==> config.mk <==
export PLATFORM = sky130hd
export DESIGN_NAME = usb_setup_handshake
export DESIGN_NICKNAME = d
export VERILOG_FILES = /design/src/design/usb_setup_pkg.sv /design/src/design/usb_token_decoder.sv /design/src/design/usb_setup_handshake.sv
export SDC_FILE = /design/constraint.sdc
export NUM_CORES = 1
export LEC_CHECK = 0
export ABC_AREA = 1
export BUFFER_PORTS_ARGS = -buffer_cell sky130_fd_sc_hd__buf_4
export CORE_ASPECT_RATIO = 0.6
export CORE_MARGIN = 3
export CORE_UTILIZATION = 58
export CTS_BUF_LIST = sky130_fd_sc_hd__clkbuf_4 sky130_fd_sc_hd__clkbuf_8 sky130_fd_sc_hd__clkbuf_16
export DETAILED_ROUTE_END_ITERATION = 7
export HOLD_SLACK_MARGIN = 0.02
export PLACE_DENSITY = 0.79
export SLEW_MARGIN = 20
export SYNTH_ARGS = -nofsm -noshare
export SYNTH_HDL_FRONTEND = slang
export SYNTH_HIERARCHICAL = 1
export SYNTH_SLANG_ARGS = --single-unit
==> constraint.sdc <==
create_clock -name clk_sys -period 1.8 [get_ports clk_sys]
set_clock_uncertainty 0.1 [all_clocks]
set_input_delay 0.18 -clock clk_sys [delete_from_list [all_inputs] [get_ports clk_sys]]
set_output_delay 0.18 -clock clk_sys [all_outputs]
set_load 0.05 [all_outputs]
==> src/design/usb_setup_pkg.sv <==
package usb_setup_pkg;
   // register indices on the plain port (byte-free word addresses)
   localparam logic [3:0] ADDR_CTRL = 4'h0;
   localparam logic [3:0] ADDR_IN_EP0_CFG = 4'h1;
   localparam logic [3:0] ADDR_OUT_EP0_CFG = 4'h2;
   localparam logic [3:0] ADDR_IRQ_FLAGS = 4'h3;
   localparam logic [3:0] ADDR_IRQ_MASK = 4'h4;
   localparam logic [3:0] ADDR_PWR_CTRL = 4'h5;
   localparam logic [3:0] ADDR_STATUS = 4'h6;
   // control register fields
   localparam int CTRL_MODULE_EN = 0;
   // endpoint config field
   localparam int EPCFG_ENABLE = 7;
   // irq flag fields
   localparam int IRQ_SETUP = 0;
   localparam int IRQ_VBUS_ERR = 1;
   // status fields
   localparam int ST_VBUS_VALID = 0;
   localparam int ST_BUSY = 1;
   localparam int ST_IN_NAK = 2;
   // reset values
   localparam logic [7:0] CTRL_RST = 8'h00;
   localparam logic [7:0] EPCFG_RST = 8'h00;
   localparam logic [7:0] MASK_RST = 8'h00;
   localparam logic [7:0] PWR_RST = 8'h00;
   // token pid codes
   localparam logic [1:0] TOK_NONE = 2'h0;
   localparam logic [1:0] TOK_SETUP = 2'h1;
   localparam logic [1:0] TOK_IN = 2'h2;
   localparam logic [1:0] TOK_OUT = 2'h3;
   // token decode takes a pid phase then address/crc bits
   localparam int TOKEN_BITS = 16;
endpackage

==> src/design/usb_token_decoder.sv <==
`timescale 1ns/1ps
// follows a token from its pid through address and crc bits; reports the
// decoded kind with a one-cycle strobe once the whole token has passed
module usb_token_decoder (
   input wire logic clk_sys,
   input wire logic rst_b,
   input wire logic enable,
   input wire logic tok_start,
   input wire logic [1:0] tok_pid,
   input wire logic tok_bit,
   output logic busy,
   output logic done,
   output logic [1:0] kind
);
   logic [4:0] cnt_r;
   logic busy_r;
   logic done_r;
   logic [1:0] kind_r;
   wire last_bit = busy_r && tok_bit && (cnt_r == 5'(usb_setup_pkg::TOKEN_BITS - 1));

   always_ff @(posedge clk_sys) begin
      if (!rst_b || !enable) begin
         cnt_r <= 5'h00;
         busy_r <= 1'b0;
         done_r <= 1'b0;
         kind_r <= usb_setup_pkg::TOK_NONE;
      end else begin
         done_r <= last_bit;
         if (tok_start && !busy_r) begin
            busy_r <= 1'b1;
            cnt_r <= 5'h00;
            kind_r <= tok_pid;
         end else if (last_bit) begin
            busy_r <= 1'b0;
         end else if (busy_r && tok_bit) begin
            cnt_r <= cnt_r + 5'h01;
         end
      end
   end

   assign busy = busy_r;
   assign done = done_r;
   assign kind = kind_r;
endmodule

==> src/design/usb_setup_handshake.sv <==
// Design decisions made here: the register addresses and the plain strobed port.
`timescale 1ns/1ps
// Contract
// - every SETUP token sets the setup flag, which raises the module interrupt when its IRQ_SETUP mask bit is set
// - while the setup flag is set, every IN token gets NAK automatically
// - clearing module enable resets endpoint config, setup flag, pending clear and token decoder; transmit returns to idle
// - with both ep0 enables clear, a setup flag clear is blocked
// - all-zero power control disables regulators and clears vbus error
module usb_setup_handshake (
   input wire logic clk_sys,
   input wire logic rst_b,
   input wire logic [3:0] reg_addr,
   input wire logic [7:0] reg_wdata,
   input wire logic reg_wr,
   input wire logic reg_rd,
   output logic [7:0] reg_rdata,
   input wire logic tok_start,
   input wire logic [1:0] tok_pid,
   input wire logic tok_bit,
   input wire logic vbus_pin,
   output logic hs_nak,
   output logic hs_data,
   output logic regulator_en,
   output logic irq
);
   typedef enum logic [1:0] {TX_IDLE, TX_NAK, TX_DATA} tx_state_e;

   logic [7:0] ctrl_r;
   logic [7:0] in_cfg_r;
   logic [7:0] out_cfg_r;
   logic [7:0] mask_r;
   logic [7:0] pwr_r;
   logic setup_flag_r;
   logic vbus_err_r;
   logic clear_pend_r;
   logic [7:0] rdata_r;
   logic hs_nak_r;
   logic hs_data_r;
   logic reg_en_r;
   logic irq_r;
   logic vbus_s1_r;
   logic vbus_s2_r;
   logic vbus_seen_r;
   tx_state_e tx_r;
   tx_state_e tx_nxt;

   wire tok_start_s;
   wire tok_bit_s;
   logic st1_r;
   logic st2_r;
   logic bt1_r;
   logic bt2_r;
   logic [1:0] pid1_r;
   logic [1:0] pid2_r;

   always_ff @(posedge clk_sys) begin
      st1_r <= tok_start;
      st2_r <= st1_r;
      bt1_r <= tok_bit;
      bt2_r <= bt1_r;
      pid1_r <= tok_pid;
      pid2_r <= pid1_r;
      vbus_s1_r <= vbus_pin;
      vbus_s2_r <= vbus_s1_r;
   end
   assign tok_start_s = st2_r;
   assign tok_bit_s = bt2_r;

   wire module_en = ctrl_r[usb_setup_pkg::CTRL_MODULE_EN];
   wire tok_busy;
   wire tok_done;
   wire [1:0] tok_kind;

   usb_token_decoder u_dec (
      .clk_sys(clk_sys),
      .rst_b(rst_b),
      .enable(module_en),
      .tok_start(tok_start_s),
      .tok_pid(pid2_r),
      .tok_bit(tok_bit_s),
      .busy(tok_busy),
      .done(tok_done),
      .kind(tok_kind)
   );

   wire wr_ctrl = reg_wr && (reg_addr == usb_setup_pkg::ADDR_CTRL);
   wire wr_in_cfg = reg_wr && (reg_addr == usb_setup_pkg::ADDR_IN_EP0_CFG);
   wire wr_out_cfg = reg_wr && (reg_addr == usb_setup_pkg::ADDR_OUT_EP0_CFG);
   wire wr_flags = reg_wr && (reg_addr == usb_setup_pkg::ADDR_IRQ_FLAGS);
   wire wr_mask = reg_wr && (reg_addr == usb_setup_pkg::ADDR_IRQ_MASK);
   wire wr_pwr = reg_wr && (reg_addr == usb_setup_pkg::ADDR_PWR_CTRL);

   wire ep0_on = in_cfg_r[usb_setup_pkg::EPCFG_ENABLE] ||
                 out_cfg_r[usb_setup_pkg::EPCFG_ENABLE];
   wire setup_evt = tok_done && (tok_kind == usb_setup_pkg::TOK_SETUP);
   wire in_evt = tok_done && (tok_kind == usb_setup_pkg::TOK_IN);
   wire clr_req = wr_flags && reg_wdata[usb_setup_pkg::IRQ_SETUP] && ep0_on;
   // a clear arriving mid-token is parked until the token is decoded
   wire clr_now = (clr_req || clear_pend_r) && !tok_busy && !tok_done;
   wire pwr_zero = wr_pwr && (reg_wdata == 8'h00);
   wire vbus_err_evt = vbus_seen_r && !vbus_s2_r && (pwr_r != 8'h00);

   wire [7:0] flags = {6'h00, vbus_err_r, setup_flag_r};
   wire [7:0] status = {5'h00, (tx_r == TX_NAK), tok_busy, vbus_s2_r};
   wire irq_src = |(flags & mask_r);
   wire reg_en_src = (pwr_r != 8'h00) && !pwr_zero;

   wire [7:0] rd_mux =
      (reg_addr == usb_setup_pkg::ADDR_CTRL) ? ctrl_r :
      (reg_addr == usb_setup_pkg::ADDR_IN_EP0_CFG) ? in_cfg_r :
      (reg_addr == usb_setup_pkg::ADDR_OUT_EP0_CFG) ? out_cfg_r :
      (reg_addr == usb_setup_pkg::ADDR_IRQ_FLAGS) ? flags :
      (reg_addr == usb_setup_pkg::ADDR_IRQ_MASK) ? mask_r :
      (reg_addr == usb_setup_pkg::ADDR_PWR_CTRL) ? pwr_r :
      (reg_addr == usb_setup_pkg::ADDR_STATUS) ? status : 8'h00;

   always_ff @(posedge clk_sys) begin
      if (!rst_b) begin
         ctrl_r <= usb_setup_pkg::CTRL_RST;
         pwr_r <= usb_setup_pkg::PWR_RST;
         mask_r <= usb_setup_pkg::MASK_RST;
         rdata_r <= 8'h00;
      end else begin
         rdata_r <= reg_rd ? rd_mux : 8'h00;
         if (wr_ctrl) ctrl_r <= reg_wdata;
         if (wr_pwr) pwr_r <= reg_wdata;
         if (wr_mask) mask_r <= reg_wdata;
      end
   end

   // endpoint, flag and transmit state all fall with the module enable
   always_ff @(posedge clk_sys) begin
      if (!rst_b || !module_en) begin
         in_cfg_r <= usb_setup_pkg::EPCFG_RST;
         out_cfg_r <= usb_setup_pkg::EPCFG_RST;
         setup_flag_r <= 1'b0;
         clear_pend_r <= 1'b0;
         tx_r <= TX_IDLE;
      end else begin
         tx_r <= tx_nxt;
         if (wr_in_cfg) in_cfg_r <= reg_wdata;
         if (wr_out_cfg) out_cfg_r <= reg_wdata;
         if (setup_evt) setup_flag_r <= 1'b1;
         else if (clr_now) setup_flag_r <= 1'b0;
         if (setup_evt || clr_now) clear_pend_r <= 1'b0;
         else if (clr_req) clear_pend_r <= 1'b1;
      end
   end

   always_ff @(posedge clk_sys) begin
      if (!rst_b || pwr_zero) begin
         vbus_err_r <= 1'b0;
         vbus_seen_r <= 1'b0;
      end else begin
         if (vbus_s2_r) vbus_seen_r <= 1'b1;
         if (vbus_err_evt) vbus_err_r <= 1'b1;
         else if (wr_flags && reg_wdata[usb_setup_pkg::IRQ_VBUS_ERR]) vbus_err_r <= 1'b0;
      end
   end

   // handshakes only answer a decoded IN token
   always_comb begin
      tx_nxt = TX_IDLE;
      case (tx_r)
         TX_IDLE: begin
            if (in_evt && setup_flag_r) tx_nxt = TX_NAK;
            else if (in_evt) tx_nxt = TX_DATA;
         end
         default: tx_nxt = TX_IDLE;
      endcase
   end

   always_ff @(posedge clk_sys) begin
      if (!rst_b) begin
         hs_nak_r <= 1'b0;
         hs_data_r <= 1'b0;
         reg_en_r <= 1'b0;
         irq_r <= 1'b0;
      end else begin
         hs_nak_r <= (tx_nxt == TX_NAK);
         hs_data_r <= (tx_nxt == TX_DATA);
         reg_en_r <= reg_en_src;
         irq_r <= irq_src;
      end
   end

   assign reg_rdata = rdata_r;
   assign hs_nak = hs_nak_r;
   assign hs_data = hs_data_r;
   assign regulator_en = reg_en_r;
   assign irq = irq_r;
endmodule

==> results of run 1 <==
## worst max-delay path, delay by kind of cell, from the launching register on
family,cells,cell delay [ns]
buffers and inverters,2,0.15
DFF,1,0.36
adders and majority gates,2,0.45
AOI/OAI and AO/OA,1,0.08
and+or+nand+nor,4,0.36
## stage by stage
| stage | util, % | total power [W] | worst slack [ns] | hold slack (ns) |
|---|---|---|---|---|
| after floorplan | - | 0.00194 | 0.304 | 0.108 |
| after global placement | 66.5 | 0.00201 | 0.181 | 0.184 |
| after detailed placement | 66.5 | 0.00202 | 0.0258 | 0.186 |
| after CTS | 72.2 | 0.00350 | 0.0141 | 0.0243 |
| after global routing | 72.6 | 0.00360 | 0.0230 | 0.0288 |
| final | 72.6 | 0.00348 | 0.191 | 0.0411 |
## logic make-up (layout without fill, tap and decap cells)
kind of cell | after synthesis | after routing
adder cells (fa/ha/maj) | 2 | 2
flip-flops | 77 | 77
buffers and inverters | 51 | 98
AO/OA/AOI/OAI | 99 | 99
AND/OR/NAND/NOR | 169 | 169
## cells in the mapped netlist
cell type / number
nand2_2: 3
buf_4: 1
inv_2: 2
buf_12: 1
ha_1: 2
nand3_2: 1
a21oi_2: 3
nor3b_2: 1
a31oi_1: 1
nor2_8: 4
clkinv_1: 1
nor2_1: 32
nor2_4: 3
buf_6: 5
o21a_1: 1
nor4_1: 2
o21ai_0: 28
nand3_1: 50
nand2_4: 3
o21ai_2: 2
and3_1: 1
buf_8: 1
inv_4: 1
dfxtp_1: 77
nand4_1: 2
clkbuf_1: 4
o21ai_1: 3
nand3b_1: 2
clkbuf_8: 1
nand2_1: 60
nor3_1: 3
a21oi_1: 59
buf_2: 4
nor2_2: 2
o21bai_1: 2
inv_1: 30
## registers in the layout (all words and copies together) (netlist names), 5 cells and up
signal	flops
ctrl_r	8
out_cfg_r	8
u_dec/cnt_r	5
pwr_r	8
in_cfg_r	8
reg_rdata	8
mask_r	8
## repair_timing
action | in CTS | in global routing
hold buffers | 7 | 0
endpoints found under the setup margin | 0 | 5
setup buffers | 0 | 1
endpoints found under the hold margin | 7 | 0
gates resized for setup | 0 | 3
## worst min-delay path by stage
stage                  from           to  slack (ns)  cells after the start
4_1_cts        reg_wdata[6]     pwr_r[6]        0.02                      3
6_report       reg_wdata[4]  in_cfg_r[4]        0.04                      3
5_1_grt        reg_wdata[4]  in_cfg_r[4]        0.03                      3
3_5_place_dp     tok_pid[1]    pid1_r[1]        0.19                      1
2_1_floorplan       tok_bit        bt1_r        0.11                      0
3_3_place_gp        tok_bit        bt1_r        0.18                      1
## power groups by stage
stage / combinational (W) / sequential, W / clock, W
after global placement: 0.000229 / 0.00178 / 0
after detailed placement: 0.000233 / 0.00178 / 0
after global routing: 0.000273 / 0.00175 / 0.00158
after floorplan: 0.000138 / 0.00180 / 0
final: 0.000251 / 0.00175 / 0.00149
after CTS: 0.000246 / 0.00174 / 0.00150
## routing by layer
| layer | up-vias | track usage [%] |
|---|---|---|
| li1 | 1410 | - |
| met4 | 0 | 7.86 |
| met3 | 9 | 8.51 |
| met5 | - | 0 |
| met1 | 1295 | 38.5 |
| met2 | 136 | 34.8 |
## layout make-up
| class | instances | area [µm²] | share of cell area [%] |
|---|---|---|---|
| Clock inverter | 4 | 70.1 | 1.85 |
| Tap cell | 66 | 82.6 | 2.18 |
| Timing Repair Buffer | 48 | 378 | 9.99 |
| Inverter | 34 | 130 | 3.44 |
| Clock buffer | 12 | 159 | 4.20 |
| Sequential cell | 77 | 1540 | 40.8 |
| Multi-Input combinational cell | 270 | 1420 | 37.6 |
==> flow_metrics.env, run 1 <==
export IMPL_dr_pass1_iters=5
export IMPL_slew_headroom_pct=67.7
export IMPL_switching_share_pct=22.9
export IMPL_wl_um=7760
export IMPL_grt_pass1_wl_um=12900
export IMPL_final_cells=511
export IMPL_yosys_area_top_type="dfxtp_1"
export IMPL_p_leak_nw=1.54
export IMPL_dieArea_um2=6520
export IMPL_dr_total_vias=2850
export IMPL_yosys_area_top_type_share_pct=47.8
export IMPL_seqPwrFrac_pct=50.1
export IMPL_top_layer_used="met4"
export IMPL_cell_internal_pwr_w=0.00269
export IMPL_clock_root_buffer="clkbuf_8"
export IMPL_clkPwrFrac_pct=42.7
export IMPL_dr_wl_met2_um=3110
export IMPL_endpoint="u_dec/cnt_r[2]"
export IMPL_power_density_nw_per_um2=921
export IMPL_period_needed_ns=1.61
export IMPL_p_sw_w=0.000797
export IMPL_r2r_slack_ns=0.19
export IMPL_path_clk_slew_ns=0.08
export IMPL_die_w_um=102
export IMPL_cp_required_ns=1.95
export IMPL_antennaDiodeCount=0
export IMPL_fin_crit_sh_pct=89.4
export IMPL_layout_commonest_cell="dfxtp_1"
export IMPL_finalSetupViolations=0
export IMPL_tightest_slew_ns=0.484
export IMPL_report_final_hold_viol_count=0
export IMPL_cts_buffer_depth=2
export IMPL_fill_cells=406
export IMPL_post_drt_via_cell_ratio=5.58
export IMPL_clk_insertion_delay_late_ns=0.35
export IMPL_pwr_share_comb_pct=7.2
export IMPL_layout_common_cells="dfxtp_1, nand2_1, a21oi_1"
export IMPL_slowest_stage="dfxtp_1"
export IMPL_rr_endpoint="u_dec/cnt_r[2]"
export IMPL_ir_worst_vdd_mv=0.581
export IMPL_synth_compound_area_share_pct=16.2
export IMPL_layout_drive_gt1_share_pct=18.9
export IMPL_gp_congestion=0.844
export IMPL_cap_violations=0
export IMPL_synth_area_leaders="dfxtp_1, a21oi_1, nand3_1, nand2_1, o21ai_0"
export IMPL_drtIter0Drc=324
export IMPL_max_stage_delay_ns=0.36
export IMPL_synth_area_um2=3230
export IMPL_initial_utilization_pct=62.0
export IMPL_antenna_found_initial=0
export IMPL_synthAdderAreaFrac_pct=0.776
export IMPL_dpl_cell_area_um2=3460
export IMPL_syn_inst=398
export IMPL_num_nets_final=463
export IMPL_yosysUniqueCellTypes=36
export IMPL_core_region_area_um2=5200
export IMPL_fin_setup_tns_ns=0
export IMPL_cts_sinks=77
export IMPL_port_buffers=32
export IMPL_wl_met1_um=3730
export IMPL_post_drt_wl_per_cell_um=15.2
export IMPL_hp_class="input pin to flop"
export IMPL_grt_use_total_pct=25.8
export IMPL_overflow=0
export IMPL_htreeDepth=3
export IMPL_avgSynthCellArea_um2=8.10
export IMPL_synthesis_nets=421
export IMPL_rsz0062_at_grt="false"
export IMPL_syn_to_final_growth_pct=17.2
export IMPL_synth_simple_area_share_pct=26.6
export IMPL_synth_top_family_by_area="simple AND/OR/NAND/NOR gates"
export IMPL_path_cells="ha_1 > inv_1 > nor3_4 > ha_2 > inv_1 > nand3_1 > o21ai_1 > nand2_1 > nor2_1"
export IMPL_ys_seq_area_share_pct=47.8
export IMPL_grt_pass1_vias=2623
export IMPL_dp_cells=487
export IMPL_rows=20
export IMPL_status="finished clean"
export IMPL_die_y_um=63.8
export IMPL_synthXorXnorAreaFrac_pct=0
export IMPL_ant_nets=0
export IMPL_wl_met3_um=828
export IMPL_cts_buffers=9
export IMPL_cp_arrival_ns=1.75
export IMPL_cp_startpoint="u_dec/cnt_r[0]"
export IMPL_cp_max_fo=3
export IMPL_fmax_ghz=0.621
export IMPL_start_kind="flop"
export IMPL_dp_hpwl_um=5390
export IMPL_drv_slew=0
export IMPL_ys_seq_elements=77
export IMPL_critPathCaptureType="flop"
export IMPL_rr_worst_depth=9
export IMPL_ys_warn_count=6
export IMPL_grt_max_degree=26
export IMPL_r2r_start="u_dec/cnt_r[0]"
export IMPL_drc=0
export IMPL_cts_tree="built"
export IMPL_synthMuxAreaShare_pct=0
export IMPL_io_pins=33
export IMPL_design_area_um2=3780
export IMPL_cp_common_cell="inv_1"
export IMPL_worstSetupPathType="flop to flop"
(Power assumes the default switching activity.)
==> inputs of run 2 (changes only) <==
Settings changed: ABC_AREA 1 to not set, BUFFER_PORTS_ARGS -buffer_cell sky130_fd_sc_hd__buf_4 to -buffer_cell sky130_fd_sc_hd__buf_2, CORE_UTILIZATION 58 to 57, PLACE_DENSITY 0.79 to 0.78, SLEW_MARGIN 20 to 25.
==> flow_metrics.env, run 2 <==
export IMPL_ant_nets=0
export IMPL_ys_seq_area_share_pct=50.1
export IMPL_yosysMostFrequentCell="dfxtp_1"
export IMPL_max_stage_delay_ns=0.34
export IMPL_critPathTopFamily="simple AND/OR/NAND/NOR gates"
export IMPL_drv_slew=0
export IMPL_slowest_stage="dfxtp_2"
export IMPL_rr_worst_depth=7
export IMPL_yosys_area_top_type="dfxtp_1"
export IMPL_clk_insertion_delay_late_ns=0.35
export IMPL_seq_area_um2=1540
export IMPL_ys_seq_elements=77
export IMPL_r2r_slack_ns=0.08
export IMPL_status="finished clean"
export IMPL_p_total_w=0.00324
export IMPL_slew_headroom_pct=69.1
export IMPL_dr_total_vias=2458
export IMPL_cp_arrival_ns=1.85
export IMPL_post_drt_wl_per_cell_um=17.2
export IMPL_multi_input_area_um2=1460
export IMPL_critPathCaptureType="flop"
export IMPL_start_kind="flop"
export IMPL_cp_max_fo=5
export IMPL_synth_edff_count=0
export IMPL_worstSetupPathType="flop to flop"
export IMPL_p_leak_nw=1.61
export IMPL_wl_um=7410
export IMPL_htreeDepth=3
export IMPL_fin_crit_sh_pct=95.3
export IMPL_period_needed_ns=1.72
export IMPL_cts_tree="built"
export IMPL_drtIter0Drc=163
export IMPL_fill_cells=398
export IMPL_ys_warn_count=6
export IMPL_ir_worst_vdd_mv=0.672
export IMPL_layout_common_cells="dfxtp_1, nor2_1, mux2i_1"
export IMPL_layout_commonest_cell="dfxtp_1"
export IMPL_grt_use_total_pct=25.1
export IMPL_synth_area_leaders="dfxtp_1, mux2i_1, nor2_1, nor2b_1, a21oi_1"
export IMPL_rr_endpoint="u_dec/cnt_r[1]"
export IMPL_power_density_nw_per_um2=901
export IMPL_grt_pass1_vias=2453
export IMPL_report_final_hold_viol_count=0
export IMPL_overflow=0
export IMPL_syn_to_final_growth_pct=16.9
export IMPL_gp_congestion=0.850
export IMPL_r2r_start="u_dec/cnt_r[0]"
export IMPL_holdPathStages=3
export IMPL_cts_buffer_depth=2
export IMPL_core_region_area_um2=5130
export IMPL_yosysUniqueCellTypes=45
export IMPL_finalSetupViolations=0
export IMPL_dp_hpwl_um=5230
export IMPL_hp_class="input pin to flop"
export IMPL_ys_async_sr_fraction_pct=0
export IMPL_num_nets_final=382
export IMPL_dieArea_um2=6340
export IMPL_layout_drive_gt1_share_pct=20.6
export IMPL_min_to="mask_r[4]"
export IMPL_die_w_um=101
export IMPL_path_clk_slew_ns=0.08
export IMPL_grt_max_degree=21
export IMPL_tightest_slew_ns=0.460
export IMPL_io_pins=33
export IMPL_avgSynthCellArea_um2=9.89
export IMPL_cts_buffers=9
export IMPL_path_cells="ha_1 > and3_1 > ha_2 > nand3b_4 > buf_4 > mux2i_1 > nor2_1"
export IMPL_port_buffers=32
export IMPL_min_delay_start="reg_wdata[4]"
export IMPL_critPathBufInv=1
export IMPL_cap_violations=0
export IMPL_fin_setup_tns_ns=0
export IMPL_antenna_found_initial=0
export IMPL_grt_pass1_wl_um=12300
export IMPL_rows=20
export IMPL_post_drt_via_cell_ratio=5.72
export IMPL_die_y_um=62.9
export IMPL_cts_sinks=77
export IMPL_synth_area_um2=3080
export IMPL_fmax_ghz=0.583
export IMPL_drc=0
export IMPL_yosys_area_top_type_share_pct=50.1
export IMPL_cp_required_ns=1.93
export IMPL_initial_utilization_pct=60.0
export IMPL_syn_inst=311
export IMPL_synth_top_cells_by_count="dfxtp_1, nor2_1, mux2i_1, a21oi_1"
export IMPL_dr_pass1_iters=4
export IMPL_clock_root_buffer="clkbuf_8"
export IMPL_antennaDiodeCount=0
export IMPL_ys_flop_type="dfxtp_1"
export IMPL_synthesis_nets=334
run 2: cell types whose count changed after synthesis, moves of 4 or more:
cell / delta
nand2_1: -52
a21oi_1: -50
mux2i_1: +47
nand3_1: -42
nor2_1: +31
inv_1: -29
o21ai_0: -21
nor2b_1: +8
a22oi_1: +6
nand2b_1: +6
a22o_1: +5
nor2_8: -4
nor3_1: +4
nor3b_1: +4
run 2: what timing repair did:
item,4_1_cts,5_1_grt
resized for setup,0,4
hold endpoints to repair,5,0
endpoints found under the setup margin,1,2
setup buffers,2,0
pin swaps,0,1
hold buffers,5,0
run 2: area by class of cell:
| type | instances | area share (%) |
|---|---|---|
| well taps | 66 | 2.30 |
| flip-flops and latches | 77 | 43.0 |
| multi-input cells | 220 | 40.7 |
| repair buffers | 49 | 8.35 |
| clock inverters | 7 | 2.05 |
| clock buffers | 9 | 3.45 |
| inverters | 2 | 0.209 |
run 2: per-layer routing:
metal	track usage, %	vias to the layer above	wire length (µm)
li1	-	1184	-
met1	35.1	1166	3520
met2	37.1	94	3180
met3	7.25	14	585
met4	8.24	0	125
met5	0	-	0
run 2: worst max path at each step:
stage                        start        endpoint  slack, ns  cells past startpoint
detailed placement  u_dec/cnt_r[0]  u_dec/cnt_r[3]       0.01                      6
global placement    u_dec/cnt_r[0]  u_dec/cnt_r[3]       0.07                      6
finish              u_dec/cnt_r[0]  u_dec/cnt_r[1]       0.08                      7
floorplan           u_dec/cnt_r[0]  u_dec/cnt_r[3]        0.1                      6
global route        u_dec/cnt_r[0]  u_dec/cnt_r[1]      -0.01                      7
CTS                 u_dec/cnt_r[0]  u_dec/cnt_r[3]       0.04                      6
run 2: power by group:
part | leakage, nW | internal (W) | switching, W | total (W)
Combinational | 0.891 | 0.0000808 | 0.000135 | 0.000216
Sequential | 0.626 | 0.00173 | 0.0000123 | 0.00174
Clock | 0.0879 | 0.000641 | 0.000643 | 0.00128
run 2: cells by family (layout without fill, tap and decap cells):
group / Yosys count / after routing / synth area share (%)
mux: 49 / 49 / 16.0
fa+ha+maj: 2 / 2 / 0.814
compound gates: 39 / 39 / 8.50
simple gates: 128 / 128 / 21.6
buf+inv: 14 / 67 / 2.40
xor+xnor: 2 / 2 / 0.570
flops: 77 / 77 / 50.1
run 2: tightest hold or removal path, delay by kind of cell:
kind | cells | cell delay [ns]
multiplexers | 1 | 0.09
AND/OR/NAND/NOR | 1 | 0.07
buffers and inverters | 1 | 0.15
run 2: through the flow:
step                      area [µm²]  std cells  util, %  worst slack, ns  hold WS [ns]
after global routing            3590        430     70.1          -0.0111        0.0737
after floorplan                 3080        311        -           0.0980         0.108
after detailed placement        3330        407     64.9           0.0147         0.185
final                           3590        430     70.1           0.0843        0.0678
after CTS                       3590        430     70.0           0.0370        0.0595
after global placement          3330        407     64.9           0.0674         0.182
==> inputs of run 3 (changes only) <==
--- a/config.mk
+++ b/config.mk
@@ -9,9 +9,9 @@
 export CORE_ASPECT_RATIO = 0.6
 export CORE_MARGIN = 3
-export CORE_UTILIZATION = 57
+export CORE_UTILIZATION = 60
 export CTS_BUF_LIST = sky130_fd_sc_hd__clkbuf_4 sky130_fd_sc_hd__clkbuf_8 sky130_fd_sc_hd__clkbuf_16
 export DETAILED_ROUTE_END_ITERATION = 7
 export HOLD_SLACK_MARGIN = 0.02
-export PLACE_DENSITY = 0.78
+export PLACE_DENSITY = 0.81
 export SLEW_MARGIN = 25
 export SYNTH_ARGS = -nofsm -noshare
==> constraint.sdc (replaced) <==
create_clock -name clk_sys -period 2.06 [get_ports clk_sys]
set_clock_uncertainty 0.1 [all_clocks]
set_input_delay 0.412 -clock clk_sys [delete_from_list [all_inputs] [get_ports clk_sys]]
set_output_delay 0.412 -clock clk_sys [all_outputs]
set_load 0.05 [all_outputs]
==> flow_metrics.env, run 3 (synthesis gave the netlist of run 2 again) <==
export IMPL_status="finished clean"
export IMPL_layout_common_cells="dfxtp_1, nor2_1, mux2i_1"
export IMPL_cap_violations=0
export IMPL_fin_util_pct=74.3
export IMPL_grt_busiest_layer="met1"
export IMPL_cts_tree="built"
export IMPL_cts_buffer_depth=2
export IMPL_start_kind="flop"
export IMPL_postCtsSetupRepairBufs=0
export IMPL_clk_insertion_delay_late_ns=0.35
export IMPL_grt_max_degree=19
export IMPL_num_nets_final=372
export IMPL_dieArea_um2=6050
export IMPL_initial_utilization_pct=64.7
export IMPL_rows=19
export IMPL_dr_pass1_iters=4
export IMPL_fin_setup_tns_ns=0
export IMPL_period_needed_ns=1.80
export IMPL_fill_cells=377
export IMPL_cts_buffers=9
export IMPL_p_leak_nw=1.59
export IMPL_gp_congestion=0.867
export IMPL_power_density_nw_per_um2=845
export IMPL_cts_sinks=77
export IMPL_htreeDepth=3
export IMPL_cp_required_ns=2.25
export IMPL_report_final_hold_viol_count=0
export IMPL_finalSetupViolations=0
export IMPL_worstSetupPathType="flop to flop"
export IMPL_grt_met2_usage_pct=33.7
export IMPL_switching_share_pct=23.1
export IMPL_cp_arrival_ns=1.99
export IMPL_rsz0062_at_grt="false"
export IMPL_cell_internal_pwr_w=0.00230
export IMPL_drc=0
export IMPL_syn_to_final_growth_pct=14.8
export IMPL_use_met1_pct=38.7
export IMPL_clkPwrFrac_pct=43.1
export IMPL_dr_total_vias=2447
export IMPL_ir_worst_vdd_mv=0.740
export IMPL_fin_crit_sh_pct=87.6
export IMPL_die_y_um=61.5
export IMPL_grt_use_total_pct=25.1
export IMPL_path_clk_slew_ns=0.08
export IMPL_antenna_found_initial=0
export IMPL_drv_slew=0
export IMPL_hp_class="input pin to flop"
export IMPL_post_place_ws_ns=0.269
export IMPL_cts_resized=0
export IMPL_ant_nets=0
export IMPL_grt_pass1_vias=2065
export IMPL_die_w_um=98.4
export IMPL_post_drt_via_cell_ratio=5.87
export IMPL_use_met3_pct=6.56
export IMPL_slew_headroom_pct=56.4
export IMPL_post_drt_wl_per_cell_um=17.2
export IMPL_dp_hpwl_um=5060
export IMPL_core_region_area_um2=4750
export IMPL_critPathCaptureType="flop"
export IMPL_overflow=0
export IMPL_io_pins=33
export IMPL_drtIter0Drc=235
export IMPL_pwr_share_comb_pct=5.9
export IMPL_layout_drive_gt1_share_pct=18.9
export IMPL_rr_worst_depth=6
export IMPL_antennaDiodeCount=0
export IMPL_cts_hold_buf=0
export IMPL_layout_commonest_cell="dfxtp_1"
export IMPL_fmax_ghz=0.554
export IMPL_p_sw_w=0.000689
export IMPL_seqPwrFrac_pct=50.9
export IMPL_fin_ws_ns=0.256
export IMPL_clock_root_buffer="clkbuf_8"
export IMPL_tightest_slew_ns=0.653
export IMPL_grt_pass1_wl_um=11300
export IMPL_holdPathStages=1
export IMPL_port_buffers=32
export IMPL_wl_um=7160
export IMPL_cp_max_fo=6
run 3: cell types whose count changed in the layout (fill, tap and decap cells not counted), moves of 2 or more:
cell           change
buf_4              -5
dlygate4sd3_1      -5
clkinvlp_4         -3
dfxtp_1            +2
dfxtp_2            -2
run 3: worst paths after layout:
path	slack, ns	to	from
setup / recovery	0.26	u_dec/cnt_r[3]	u_dec/cnt_r[0]
hold / removal	0.06	bt1_r	tok_bit
setup reg to reg	0.26	u_dec/cnt_r[3]	u_dec/cnt_r[0]
hold reg to reg	0.23	pid2_r[1]	pid1_r[1]
run 3: per-layer routing:
layer	part of all wire, %	wire length (µm)
met1	51	3680
met2	40	2830
met3	7.8	558
met4	1.3	90
met5	0	0
run 3: final cells by class:
class	instances	area, µm²	share of cell area, %
tap	63	78.8	2.23
sequential	77	1540	43.6
timing repair buffer	39	213	6.02
clock inverter	6	93.8	2.66
clock buffer	10	138	3.90
multi-input combinational	220	1460	41.3
inverter	2	7.51	0.213
run 3: power groups by stage:
stage | clock, W | sequential (W) | combinational (W)
after floorplan | 0 | 0.00156 | 0.0000955
after global placement | 0 | 0.00155 | 0.000170
after detailed placement | 0 | 0.00155 | 0.000172
after CTS | 0.00131 | 0.00152 | 0.000174
after global routing | 0.00138 | 0.00152 | 0.000189
final | 0.00129 | 0.00152 | 0.000177
run 3: metrics by stage:
| stage | area (µm²) | total power (W) | cells | hold slack [ns] |
|---|---|---|---|---|
| 5_1_grt | 3530 | 0.00309 | 417 | 0.0444 |
| 3_5_place_dp | 3300 | 0.00173 | 401 | 0.216 |
| 3_3_place_gp | 3300 | 0.00172 | 401 | 0.210 |
| 4_1_cts | 3530 | 0.00300 | 417 | 0.0472 |
| 6_report | 3530 | 0.00298 | 417 | 0.0618 |
| 2_1_floorplan | 3080 | 0.00166 | 311 | 0.210 |
run 3: worst max-delay path: stages, from the launching register on:
cell and delay [ns]:
dfxtp_1 0.33, ha_1 0.21, and3_1 0.19, ha_1 0.21, nand3b_4 0.20, or3_1 0.38, a21oi_2 0.13
